`src/seq_pkg.sv`:
```
// shared constants and carrier types for the buck startup and fault sequencer
`default_nettype none
package seq_pkg;
  // clock and timing
  localparam int unsigned CLK_HZ = 50000000;
  localparam int unsigned HICCUP_US = 5000;
  localparam int unsigned HICCUP_CYC = (CLK_HZ / 1000000) * HICCUP_US;
  localparam int unsigned SOFTSTART_NS = 1280000;
  localparam int unsigned SS_STEPS = 128;
  localparam int unsigned SS_STEP_CYC =
    ((CLK_HZ / 1000000) * SOFTSTART_NS + 1000 * SS_STEPS - 1) /
    (1000 * SS_STEPS);
  localparam int unsigned CAL_CYC = 512;
  localparam int unsigned OC_WINDOW = 32;
  localparam int unsigned OC_LIMIT = 5;

  // comparator inputs from the analog side
  typedef struct packed {
    logic enable_above;      // enable pin above its rising threshold
    logic current_limit;     // current_limit_event comparator
    logic ss_above_fb;       // soft-start pin above feedback_sense
    logic ss_above_ref;      // soft-start pin above reference
    logic ss_cap_present;    // external soft-start capacitor fitted
    logic ss_above_91;       // soft-start pin above 91 % of reference
    logic ss_below_87;       // soft-start pin below 87 % of reference
    logic fb_above_91;       // feedback_sense above 91 % of reference
    logic fb_below_87;       // feedback_sense below 87 % of reference
    logic pwm_demand;        // modulator asks for a high-side pulse
  } comp_in_t;

  // gate and analog-side controls
  typedef struct packed {
    logic high_side_gate;
    logic low_side_gate;
    logic ss_pulldown;       // discharge the soft-start pin
    logic comp_clamp;        // hold the compensation node at lower clamp
    logic neg_current_ok;    // permit negative inductor current
    logic track_ss_pin;      // regulate to soft-start pin, not reference
  } gate_out_t;
endpackage
`default_nettype wire

```
`src/oc_window.sv`:
```
// sliding 32-cycle overcurrent event window with population count
`timescale 1ns/1ns
`default_nettype none
module oc_window #(
  parameter int unsigned WINDOW = 32,
  parameter int unsigned LIMIT = 5
) (
  input wire logic mclk,
  input wire logic resetn,
  input wire logic clear,
  input wire logic event_in,
  output logic trip
);
  logic [WINDOW-1:0] hist_r;

  function automatic logic [$clog2(WINDOW+1)-1:0] popcount(
    input logic [WINDOW-1:0] v);
    logic [$clog2(WINDOW+1)-1:0] n;
    n = '0;
    for (int i = 0; i < WINDOW; i++) begin
      n = n + {{($clog2(WINDOW+1)-1){1'b0}}, v[i]};
    end
    return n;
  endfunction

  // history shifts in each event on the next edge
  always_ff @(posedge mclk) begin
    if (!resetn || clear) begin
      hist_r <= '0;
    end else begin
      hist_r <= {hist_r[WINDOW-2:0], event_in};
    end
  end

  // compared every cycle against the threshold
  assign trip = (popcount(hist_r) >=
    ($clog2(WINDOW+1))'(LIMIT));
endmodule
`default_nettype wire

```
`src/buck_startup_fault_sequencer.sv`:
```
// startup, soft-start, hiccup and power-good sequencer of a buck controller
`timescale 1ns/1ns
`default_nettype none
// What this block does
// - five overcurrent events in 32 cycles: hiccup
// - hiccup holds both gates off for 5 ms
// - no negative inductor current during hiccup
// - after hiccup restart through normal startup
// - current limit: high gate off, low on
// - start only after enable comparator rises
// - internal soft-start of 128 steps, 1.28 ms
// - power good above 91%, low below 87%
// - tracking keeps internal soft-start active
// - follow soft-start pin up to reference
// - 512-cycle calibration before soft-start release
// - no switching until soft-start reaches feedback or reference
// - then synchronous switching, negative current allowed
// - prebiased start below reference never pulls output low
// - discharge soft-start pin before start, restart
// - both gates low while soft-start below feedback and reference
// - release comp clamp; switch above fb or ref
// - power good when feedback (soft-start pin before first pulse) reaches 91%
// - power good = soft-start done AND undervoltage AND running
// - undervoltage watches soft-start, then feedback
// - event counted next edge; five triggers hiccup
module buck_startup_fault_sequencer #(
  parameter int unsigned HICCUP_CYCLES = seq_pkg::HICCUP_CYC,
  parameter int unsigned CAL_CYCLES = seq_pkg::CAL_CYC,
  parameter int unsigned SS_STEP_CYCLES = seq_pkg::SS_STEP_CYC,
  parameter int unsigned SS_STEPS = seq_pkg::SS_STEPS
) (
  input wire logic mclk,
  input wire logic resetn,
  input wire seq_pkg::comp_in_t comp_in,
  output seq_pkg::gate_out_t gate_out,
  output logic power_good_flag,
  output logic soft_start_done,
  output logic hiccup_active
);
  typedef enum logic [2:0] {
    ST_OFF, ST_CAL, ST_WAIT_SS, ST_RUN, ST_HICCUP
  } state_t;

  localparam int HW = $clog2(HICCUP_CYCLES + 1);
  localparam int CW = $clog2(CAL_CYCLES + 1);
  localparam int SW = $clog2(SS_STEP_CYCLES + 1);
  localparam int NW = $clog2(SS_STEPS + 1);

  ////////////////////////////////////////////////////////////////////////
  // input synchronisers
  seq_pkg::comp_in_t meta_r;
  seq_pkg::comp_in_t sync_r;

  // comparators are asynchronous to mclk, two flops before any use
  always_ff @(posedge mclk) begin
    if (!resetn) begin
      meta_r <= '0;
      sync_r <= '0;
    end else begin
      meta_r <= comp_in;
      sync_r <= meta_r;
    end
  end

  ////////////////////////////////////////////////////////////////////////
  // overcurrent window
  state_t state_r;
  state_t state_nxt;
  logic oc_trip;

  // history is flushed outside running so old events cannot re-trip
  oc_window #(
    .WINDOW(seq_pkg::OC_WINDOW),
    .LIMIT(seq_pkg::OC_LIMIT)
  ) u_oc_window (
    .mclk(mclk),
    .resetn(resetn),
    .clear(state_r != ST_RUN),
    .event_in(sync_r.current_limit),
    .trip(oc_trip)
  );

  ////////////////////////////////////////////////////////////////////////
  // counters
  logic [HW-1:0] hic_cnt_r;
  logic [CW-1:0] cal_cnt_r;
  logic [SW-1:0] step_cnt_r;
  logic [NW-1:0] ss_step_r;
  logic ss_done;
  logic first_pulse_r;

  assign ss_done = (ss_step_r == NW'(SS_STEPS));

  // hiccup timer runs only inside the hiccup state
  always_ff @(posedge mclk) begin
    if (!resetn || state_r != ST_HICCUP) begin
      hic_cnt_r <= '0;
    end else if (hic_cnt_r != HW'(HICCUP_CYCLES)) begin
      hic_cnt_r <= hic_cnt_r + HW'(1);
    end
  end

  // calibration delay after the enable crossing
  always_ff @(posedge mclk) begin
    if (!resetn || state_r != ST_CAL) begin
      cal_cnt_r <= '0;
    end else if (cal_cnt_r != CW'(CAL_CYCLES)) begin
      cal_cnt_r <= cal_cnt_r + CW'(1);
    end
  end

  // internal digital soft-start runs in waiting and running, capacitor or tracking too
  always_ff @(posedge mclk) begin
    if (!resetn || state_r == ST_OFF || state_r == ST_CAL ||
        state_r == ST_HICCUP) begin
      step_cnt_r <= '0;
      ss_step_r <= '0;
    end else if (!ss_done) begin
      if (step_cnt_r == SW'(SS_STEP_CYCLES - 1)) begin
        step_cnt_r <= '0;
        ss_step_r <= ss_step_r + NW'(1);
      end else begin
        step_cnt_r <= step_cnt_r + SW'(1);
      end
    end
  end

  // marks the first modulator pulse of this start
  always_ff @(posedge mclk) begin
    if (!resetn || state_r != ST_RUN) begin
      first_pulse_r <= 1'b0;
    end else if (sync_r.pwm_demand) begin
      first_pulse_r <= 1'b1;
    end
  end

  ////////////////////////////////////////////////////////////////////////
  // sequencing state machine
  always_comb begin
    state_nxt = state_r;
    case (state_r)
      ST_OFF: begin
        if (sync_r.enable_above) begin
          state_nxt = ST_CAL;
        end
      end
      ST_CAL: begin
        if (!sync_r.enable_above) begin
          state_nxt = ST_OFF;
        end else if (cal_cnt_r == CW'(CAL_CYCLES)) begin
          state_nxt = ST_WAIT_SS;
        end
      end
      ST_WAIT_SS: begin
        if (!sync_r.enable_above) begin
          state_nxt = ST_OFF;
        end else if (sync_r.ss_above_fb || sync_r.ss_above_ref) begin
          state_nxt = ST_RUN;
        end
      end
      ST_RUN: begin
        if (!sync_r.enable_above) begin
          state_nxt = ST_OFF;
        end else if (oc_trip) begin
          state_nxt = ST_HICCUP;
        end
      end
      ST_HICCUP: begin
        if (hic_cnt_r == HW'(HICCUP_CYCLES)) begin
          state_nxt = ST_OFF;
        end
      end
      default: begin
        state_nxt = ST_OFF;
      end
    endcase
  end

  always_ff @(posedge mclk) begin
    if (!resetn) begin
      state_r <= ST_OFF;
    end else begin
      state_r <= state_nxt;
    end
  end

  ////////////////////////////////////////////////////////////////////////
  // gate and analog control outputs
  seq_pkg::gate_out_t go_nxt;

  // gates low outside running; a current limit cuts the high side
  always_comb begin
    go_nxt = '0;
    // pin held low in off, calibration and hiccup: restart is clean
    go_nxt.ss_pulldown = (state_nxt == ST_OFF || state_nxt == ST_CAL ||
      state_nxt == ST_HICCUP);
    go_nxt.comp_clamp = (state_nxt != ST_RUN);
    go_nxt.track_ss_pin = !sync_r.ss_above_ref;
    if (state_nxt == ST_RUN) begin
      go_nxt.neg_current_ok = 1'b1;
      if (sync_r.current_limit) begin
        go_nxt.high_side_gate = 1'b0;
        go_nxt.low_side_gate = 1'b1;
      end else begin
        go_nxt.high_side_gate = sync_r.pwm_demand;
        go_nxt.low_side_gate = !sync_r.pwm_demand;
      end
    end
    // waiting and hiccup keep both gates low, so the low side never
    // sinks current from a prebiased or recovering output
  end

  always_ff @(posedge mclk) begin
    if (!resetn) begin
      gate_out <= '0;
      gate_out.ss_pulldown <= 1'b1;
      gate_out.comp_clamp <= 1'b1;
    end else begin
      gate_out <= go_nxt;
    end
  end

  ////////////////////////////////////////////////////////////////////////
  // power good with hysteresis
  logic uv_ok_r;
  logic uv_rise;
  logic uv_fall;

  // watch the soft-start pin until the first pulse, feedback afterwards
  always_comb begin
    if (first_pulse_r) begin
      uv_rise = sync_r.fb_above_91;
      uv_fall = sync_r.fb_below_87;
    end else begin
      uv_rise = sync_r.ss_above_91;
      uv_fall = sync_r.ss_below_87;
    end
  end

  always_ff @(posedge mclk) begin
    if (!resetn || state_r != ST_RUN) begin
      uv_ok_r <= 1'b0;
    end else if (uv_rise) begin
      uv_ok_r <= 1'b1;
    end else if (uv_fall) begin
      uv_ok_r <= 1'b0;
    end
  end

  // flag is the AND of soft-start done, the undervoltage state and ST_RUN
  always_ff @(posedge mclk) begin
    if (!resetn) begin
      power_good_flag <= 1'b0;
      soft_start_done <= 1'b0;
      hiccup_active <= 1'b0;
    end else begin
      power_good_flag <= ss_done && uv_ok_r &&
        (state_r == ST_RUN);
      soft_start_done <= ss_done;
      hiccup_active <= (state_nxt == ST_HICCUP);
    end
  end
endmodule
`default_nettype wire

```
`config.mk`:
```
export PLATFORM = sky130hd
export DESIGN_NAME = buck_startup_fault_sequencer
export DESIGN_NICKNAME = d
export VERILOG_FILES = /design/src/seq_pkg.sv /design/src/oc_window.sv /design/src/buck_startup_fault_sequencer.sv
export SDC_FILE = /design/constraint.sdc
export NUM_CORES = 1
export LEC_CHECK = 0
export BUFFER_PORTS_ARGS = -buffer_cell sky130_fd_sc_hd__buf_4
export CORE_ASPECT_RATIO = 1.4
export CORE_MARGIN = 4
export CORE_UTILIZATION = 60
export DETAILED_ROUTE_END_ITERATION = 16
export PLACE_DENSITY = 0.8
export SETUP_SLACK_MARGIN = 0.2
export SYNTH_ARGS = -nofsm -noshare
export SYNTH_HDL_FRONTEND = slang
export SYNTH_SLANG_ARGS = --single-unit
export TNS_END_PERCENT = 100
```
`constraint.sdc`:
```
create_clock -name mclk -period 7.95 [get_ports mclk]
set_input_delay 0 -clock mclk [delete_from_list [all_inputs] [get_ports mclk]]
set_output_delay 0 -clock mclk [all_outputs]
set_load 0.005 [all_outputs]
```
==> results.md, run 1 <==
* Wire length on met2 at 4370 µm
* Leakage power at 1.98 nW
* # placed instances at 608
* Post-synth ARST share at 0%
* Share of Yosys cell area claimed by the top area cell type at 44.9%
* Area Growth Syn to Fin at 9.88%
* Post-synth EDFFs at 0
* Drt drc at 0
* Max cap viols at 0
* Crit path DAT at 6.07 ns
* Hold Crit Class: in -> reg
* Max Root-Sink Buffers at 2
* Setup violators final at 0
* Power per Cell Area at 168 nW/µm²
* Slew @ Worst Pin at 1.06 ns
* Row cnt at 38
* Post-synthesis register bit count at 109
* Most common cell after layout, fill and taps aside: dfxtp_1
* FMAX at 172 MHz
* TNS Setup at 0 ns
* Clock Latency Late Sink at 0.38 ns
* Post-CTS setup buffers at 0
* Wl on met1 at 3890 µm
* Cell taking the most area after synthesis: dfxtp_1
* Initial antenna violation count at 0
* Post-Route WL at 8690 µm
* Die area at 9630 µm²
* Ant. Diodes at 0
* Port buffer count at 19
* CTS tree: yes
* Fin cells at 633
* Worst setup SP type: flip-flop
* Final Hold Vio Count at 0
* RSZ-0062 raised after global routing: no
* Cells after Synth at 504
* Maximum level of the CTS H-tree at 3
* DIE WIDTH at 84.1 µm
* Fill cell count at 623
* Status: finished clean
* TritonCTS Buffers at 9
* Final max-slew violation count at 0
* GPL Wtd Cong at 0.841
* DR WL met3 at 201 µm
* Design Power at 0.000897 W
* Max Used Layer: met4
* I/O pin count at 21
* Clock sink count at 109
* Synth warn at 0
* CP required at 8.22 ns
* Vias per cell at 5.49
* Max-slew headroom at 29.0%
* Die height at 115 µm
* Post-DRT Antenna Nets at 0
* Crit share post-route at 73.0%
* Final Hold Slack at 0.0418 ns
* Cell area after synthesis at 4860 µm²
* Detailed Routing Iterations Pass 1 at 4
* Worst Path Max Fanout at 5
* Skew final at 0.0141 ns
* Top cells by area, synth: dfxtp_1, fa_1, inv_1, ha_1, xnor2_1
* Endpoint class of the critical path: flip-flop
* Fin crit period at 5.80 ns
* Register area share after synthesis at 44.9%
* First-pass GRT wire length at 15300 µm
* 1st-iter DRT viols at 159
* Dpl hpwl at 6280 µm
* Vias at 3477
* Fin nets at 579
* Pin count of the biggest net entering global routing at 36
* Avg Inst Size Synth at 9.65 µm²
* Setup Crit Path Kind: reg -> reg
* Clock-pin transition on the worst setup and hold timing paths at 0.10 ns
* Main synth FF type: dfxtp_1
* Core Footprint at 7850 µm²
* Yosys cell types at 57
* Syn Nets at 555
* Initial Util at 62.0%
* VDD IR max at 0.133 mV
* Global route overflow at 0
* Total track usage at 19.4%
* Wire length per cell at 13.7 µm
* Vias in the first global route at 3533
* CTS Root Cell: clkbuf_8
* Layout cells sized above 1 at 7.32%
* Most frequent cells in the layout: dfxtp_1, inv_1, nor2_1, nor3_1, fa_1
[cells in the mapped netlist (11+ instances only)]
master      n
clkbuf_1   11
fa_1       24
a21oi_1    20
nor2_1     40
nand2_1    13
nor3_1     33
ha_1       15
and3_1     15
nand3_1    19
xnor2_1    19
and2_1     18
inv_1      58
dfxtp_1   109
[area by class of cell]
cell class / count / area (µm²) / area share (%)
clock inverter: 6 / 61.3 / 1.15
multi-input combinational: 322 / 2400 / 44.8
tap: 100 / 125 / 2.34
timing repair buffer: 28 / 233 / 4.36
sequential: 109 / 2180 / 40.8
inverter: 58 / 218 / 4.07
clock buffer: 10 / 128 / 2.39
[per-stage QoR]
step	util, %	setup slack (ns)	instance area (µm²)
final	68.1	2.15	5340
after CTS	68.1	2.10	5340
after detailed placement	64.5	2.18	5060
after floorplan	-	2.42	4860
after global routing	68.1	1.83	5340
after global placement	64.5	2.25	5060
[worst max-delay path, stage by stage (launching register included)]
cell       delay, ns
dfxtp_1         0.32
ha_1            0.28
inv_1           0.07
fa_1            0.44
fa_1            0.54
fa_1            0.45
fa_1            0.51
fa_1            0.55
fa_1            0.44
fa_1            0.42
fa_1            0.41
xnor2_1         0.14
a2111o_1        0.42
a211o_1         0.35
a2111oi_1       0.36
[power by group]
group          internal (W)  leakage (nW)  switching, W
Sequential         0.000550         0.882    0.00000182
Combinational    0.00000943          1.00    0.00000817
Clock              0.000145        0.0964      0.000182
Total              0.000705          1.98      0.000192
[final timing paths]
check | start | end | slack, ns | cells past startpoint
setup reg to reg | u_oc_window.hist_r[0]$_SDFF_PP0_ | gate_out[5]$_SDFF_PP0_ | 2.15 | 14
hold reg to reg | sync_r[8]$_SDFF_PN0_ | gate_out[5]$_SDFF_PP0_ | 0.44 | 1
hold / removal | resetn | u_oc_window.hist_r[13]$_SDFF_PP0_ | 0.04 | 2
setup / recovery | u_oc_window.hist_r[0]$_SDFF_PP0_ | gate_out[5]$_SDFF_PP0_ | 2.15 | 14
[registers in the layout (all words and copies together), names as in the netlist, 6 cells and up]
| name | cells |
|---|---|
| step_cnt_r | 9 |
| u_oc_window.hist_r | 32 |
| gate_out | 6 |
| cal_cnt_r | 10 |
| sync_r | 9 |
| meta_r | 9 |
| hic_cnt_r | 18 |
| ss_step_r | 8 |
[timing repair]
action | 4_1_cts | 5_1_grt
hold buffers | 9 | 0
resized for setup | 0 | 0
endpoints found under the hold margin | 9 | 0
[metal layers]
metal / global-route usage (%) / vias up
met5: 0 / -
met4: 9.33 / 0
met3: 3.10 / 20
met2: 34.4 / 44
met1: 22.8 / 1660
li1: - / 1753
[cells by family (layout without fill, tap and decap cells)]
group | count (synthesis) | in the layout | synth area share, %
simple gates | 194 | 194 | 22.1
flops | 109 | 109 | 44.9
buf+inv | 73 | 102 | 5.84
compound gates | 58 | 58 | 7.77
fa+ha+maj | 39 | 39 | 13.7
xor+xnor | 28 | 28 | 5.04
mux | 3 | 3 | 0.618
Power figures use the tool's default switching activity.
==> inputs of run 2 (changes only) <==
clock period = 5.5 ns   (was 7.95 ns; I/O delays follow)
==> results.md, run 2 (synthesis results as in run 1) <==
* Clock-pin transition on the worst setup and hold timing paths at 0.10 ns
* Critical Path, Cell by Cell: ha_4 > inv_2 > fa_1 > fa_1 > fa_1 > fa_1 > fa_1 > fa_1 > fa_2 > fa_2 > nand2_1 > a2111o_1 > a211o_1 > buf_6 > a21o_1
* Layout cells sized above 1 at 9.50%
* Worst Path Max Fanout at 3
* Fin crit period at 5.52 ns
* Top flop regs: u_oc_window.hist_r (32), hic_cnt_r (18), cal_cnt_r (10)
* Hold Crit Class: in -> reg
* Worst setup SP type: flip-flop
* Most frequent cells in the layout: dfxtp_1, inv_1, nor2_1, nor3_1
* Drt drc at 0
* Final worst slack at -0.0242 ns
* Setup Crit Path Kind: reg -> reg
* Crit share post-route at 100%
* Max-slew headroom at 32.0%
* Largest register FFs at 32
* GPL Wtd Cong at 0.811
* Leakage power at 2.01 nW
* Global route overflow at 0
* Row cnt at 38
* Core Footprint at 7850 µm²
* Setup violators final at 2
* CTS Root Cell: clkbuf_8
* Die height at 115 µm
* DIE WIDTH at 84.1 µm
* End-of-flow core utilization at 69.3%
* Total track usage at 20.1%
* Detailed Routing Iterations Pass 1 at 4
* 1st-iter DRT viols at 174
* Final Hold Vio Count at 0
* Buf/Inv on CP at 2
* Wire length per cell at 13.8 µm
* Final max-slew violation count at 0
* Violated checks: negative setup slack
* Slowest cell delay on critical path at 0.54 ns
* Area Growth Syn to Fin at 11.9%
* Vias at 3499
* CP required at 5.77 ns
* Max Root-Sink Buffers at 2
* Clock sink count at 109
* # placed instances at 609
* Fin cells at 637
* RSZ-0062 raised after global routing: yes
* Initial antenna violation count at 0
* First-pass GRT wire length at 15600 µm
* Worst path most repeated cell: fa_1
* Crit path DAT at 5.80 ns
* Skew final at 0.0129 ns
* Slowest CP cell: fa_1
* CTS tree: yes
* Vias in the first global route at 3448
* FMAX at 181 MHz
* Post-DRT Antenna Nets at 0
* Post-Route WL at 8780 µm
* Fin nets at 583
* Endpoint class of the critical path: flip-flop
* VDD IR max at 0.231 mV
* Register bank with the most flops: u_oc_window.hist_r
* Die area at 9630 µm²
* Max cap viols at 0
* Clock Latency Late Sink at 0.37 ns
* Power per Cell Area at 250 nW/µm²
* Most common cell after layout, fill and taps aside: dfxtp_1
* Initial Util at 62.0%
* Dpl hpwl at 6150 µm
* TritonCTS Buffers at 9
* Vias per cell at 5.49
* Port buffer count at 19
* Ant. Diodes at 0
* Maximum level of the CTS H-tree at 3
* Status: finished, violations left
* I/O pin count at 21
* CP top delay family: adder cells
* Slew @ Worst Pin at 1.02 ns
* Pin count of the biggest net entering global routing at 36
[run 2: routing by layer]
layer / GRT usage, % / wire length [µm]
met5: 0 / 0
met4: 6.97 / 156
met3: 4.46 / 253
met2: 34.8 / 4420
met1: 24.8 / 3950
[run 2: power by group]
part           internal, W  switching [W]
logic            0.0000137      0.0000126
clock network     0.000271       0.000263
registers         0.000795     0.00000297
[run 2: layout make-up]
cell class | instances | area (µm²)
multi-input cells | 322 | 2420
fillers | 629 | 2400
flip-flops and latches | 109 | 2180
repair buffers | 32 | 267
inverters | 58 | 218
clock buffers | 11 | 141
well taps | 100 | 125
clock inverters | 5 | 82.6
[run 2: timing repair]
| item | 4_1_cts | 5_1_grt |
|---|---|---|
| gates resized for setup | 7 | 0 |
| hold buffers | 9 | 0 |
| setup buffers | 2 | 1 |
| pin swaps | 3 | 0 |
| gates cloned | 0 | 0 |
| setup endpoints to repair | 9 | 9 |
| hold endpoints to repair | 9 | 0 |
[run 2: worst paths after layout]
kind	from	to	slack, ns	cells past startpoint
setup reg to reg	u_oc_window.hist_r[1]$_SDFF_PP0_	gate_out[2]$_SDFF_PN1_	-0.02	15
setup / recovery	u_oc_window.hist_r[1]$_SDFF_PP0_	gate_out[2]$_SDFF_PN1_	-0.02	15
hold reg to reg	meta_r[9]$_SDFF_PN0_	sync_r[9]$_SDFF_PN0_	0.44	1
hold / removal	resetn	u_oc_window.hist_r[17]$_SDFF_PP0_	0.05	2
[run 2: stage by stage]
step                      worst slack, ns  hold slack, ns  TNS (ns)  power (W)  area (µm²)
final                             -0.0242          0.0493   -0.0384    0.00136        5440
after global routing               -0.159          0.0507    -0.746    0.00141        5440
after CTS                         -0.0287          0.0318   -0.0550    0.00137        5430
after detailed placement         -0.00922           0.213  -0.00922   0.000837        5080
after global placement             0.0347           0.209         0   0.000837        5080
after floorplan                     0.123           0.127         0   0.000827        4870
==> inputs of run 3 (changes only) <==
PLACE_DENSITY = 0.78   (was 0.8)
clock period = 5.2 ns   (was 5.5 ns; I/O delays follow)
==> results.md, run 3 (synthesis results as in run 1) <==
* Status: finished, violations left
* Violated checks: negative setup slack
* Setup violators final at 9
* Cell internal pwr at 0.00114 W
* # placed instances at 612
* Vias in the first global route at 3557
* VDD IR max at 0.207 mV
* Fill cell count at 609
* Clock-pin transition on the worst setup and hold timing paths at 0.10 ns
* Fin crit period at 5.59 ns
* Endpoint class of the critical path: flip-flop
* Top flop regs: u_oc_window.hist_r (32), hic_cnt_r (18), cal_cnt_r (10)
* FMAX at 179 MHz
* Max cap viols at 0
* Largest register FFs at 32
* Final max-slew violation count at 0
* Maximum level of the CTS H-tree at 3
* Fin nets at 585
* Most common cell after layout, fill and taps aside: dfxtp_1
* Initial Util at 62.0%
* Port buffer count at 19
* Crit path DAT at 5.86 ns
* Core Footprint at 7850 µm²
* Initial antenna violation count at 0
* Hold-critical path depth at 2
* Final worst slack at -0.390 ns
* Power per Cell Area at 262 nW/µm²
* Seq pwr share at 59.0%
* Ant. Diodes at 0
* End-of-flow core utilization at 69.8%
* Max Root-Sink Buffers at 2
* Final Hold Vio Count at 0
* Wire length per cell at 14.0 µm
* RSZ-0062 raised after global routing: yes
* Post-Route WL at 8940 µm
* Die height at 115 µm
* Clock power frac at 39.1%
* Layout cells sized above 1 at 10.6%
* Leakage power at 2.02 nW
* Vias at 3527
* Die area at 9630 µm²
* First-pass GRT wire length at 15700 µm
* Total track usage at 20.0%
* DIE WIDTH at 84.1 µm
* Crit share post-route at 108%
* Global route overflow at 0
* Setup Crit Path Kind: reg -> reg
* Drt drc at 0
* Pin count of the biggest net entering global routing at 36
* Most frequent cells in the layout: dfxtp_1, inv_1, nor2_1, nor3_1, buf_4
* Worst Path Max Fanout at 3
* Slew @ Worst Pin at 1.10 ns
* Area Growth Syn to Fin at 12.6%
* CP required at 5.47 ns
* Fin cells at 639
* I/O pin count at 21
* Detailed Routing Iterations Pass 1 at 4
* Dpl hpwl at 6260 µm
* Gate power share at 1.9%
* Clock sink count at 109
* Switching Share at 20.3%
* Worst setup SP type: flip-flop
* Hold Crit Class: in -> reg
* Row cnt at 38
* Max-slew headroom at 26.6%
* TritonCTS Buffers at 9
* 1st-iter DRT viols at 153
* CTS Root Cell: clkbuf_8
* Worst r2r path cells at 14
* TNS Setup at -2.88 ns
* Vias per cell at 5.52
* CTS tree: yes
* Skew final at 0.0103 ns
* Clock Latency Late Sink at 0.37 ns
* GPL Wtd Cong at 0.823
* Register bank with the most flops: u_oc_window.hist_r
* Post-DRT Antenna Nets at 0
* Reported net switching power at 0.000291 W
* Final Hold Slack at 0.0411 ns
run 3: cell count changes in the layout (fill, tap and decap cells not counted), sizes merged:
cell | before | now
buf | 23 | 25
clkinv | 2 | 1
clkinvlp | 0 | 1
run 3: what timing repair did:
| item | in CTS | in global routing |
|---|---|---|
| setup buffers | 0 | 2 |
| hold buffers | 9 | 0 |
| gates resized for setup | 8 | 3 |
| hold endpoints to repair | 9 | 0 |
| setup endpoints to repair | 9 | 9 |
| pin swaps | 5 | 1 |
run 3: path summary, 6_finish.rpt:
kind	start	slack, ns	to
min reg2reg	meta_r[3]$_SDFF_PN0_	0.44	sync_r[3]$_SDFF_PN0_
max	u_oc_window.hist_r[0]$_SDFF_PP0_	-0.39	gate_out[5]$_SDFF_PP0_
max reg2reg	u_oc_window.hist_r[0]$_SDFF_PP0_	-0.39	gate_out[5]$_SDFF_PP0_
min	resetn	0.04	u_oc_window.hist_r[17]$_SDFF_PP0_
run 3: metal layers:
layer	GRT usage (%)	vias up	wire, µm
met3	3.74	14	209
li1	-	1778	-
met4	7.83	0	157
met5	0	-	0
met1	23.7	1694	4020
met2	35.6	41	4560
run 3: cell type report:
cell class	count	area [µm²]	area share, %
clock buffer	11	141	2.58
sequential	109	2180	39.9
inverter	58	218	3.98
clock inverter	5	81.3	1.49
multi-input combinational	322	2440	44.6
timing repair buffer	34	282	5.14
tap	100	125	2.29
run 3: worst max-delay path, cell delays in order, from the launching register on:
cell and delay, ns:
dfxtp_2 0.35, ha_4 0.26, inv_2 0.03, fa_1 0.45, fa_1 0.51, fa_1 0.45
fa_1 0.51, fa_1 0.52, fa_1 0.44, fa_2 0.38, fa_2 0.54, nand2_2 0.06
a2111o_1 0.39, a211o_1 0.30, a2111oi_2 0.31
run 3: power groups by stage:
stage | Clock [W] | Sequential (W) | Combinational [W]
CTS | 0.000574 | 0.000844 | 0.0000274
global placement | 0 | 0.000864 | 0.0000211
finish | 0.000560 | 0.000844 | 0.0000274
global route | 0.000605 | 0.000845 | 0.0000305
floorplan | 0 | 0.000862 | 0.0000124
detailed placement | 0 | 0.000864 | 0.0000216
run 3: per-stage QoR:
step	cell area [µm²]	total power [W]	setup slack, ns
2_1_floorplan	4870	0.000875	-0.176
3_3_place_gp	5100	0.000885	-0.266
3_5_place_dp	5100	0.000885	-0.403
4_1_cts	5440	0.00145	-0.344
5_1_grt	5470	0.00148	-0.510
6_report	5470	0.00143	-0.390
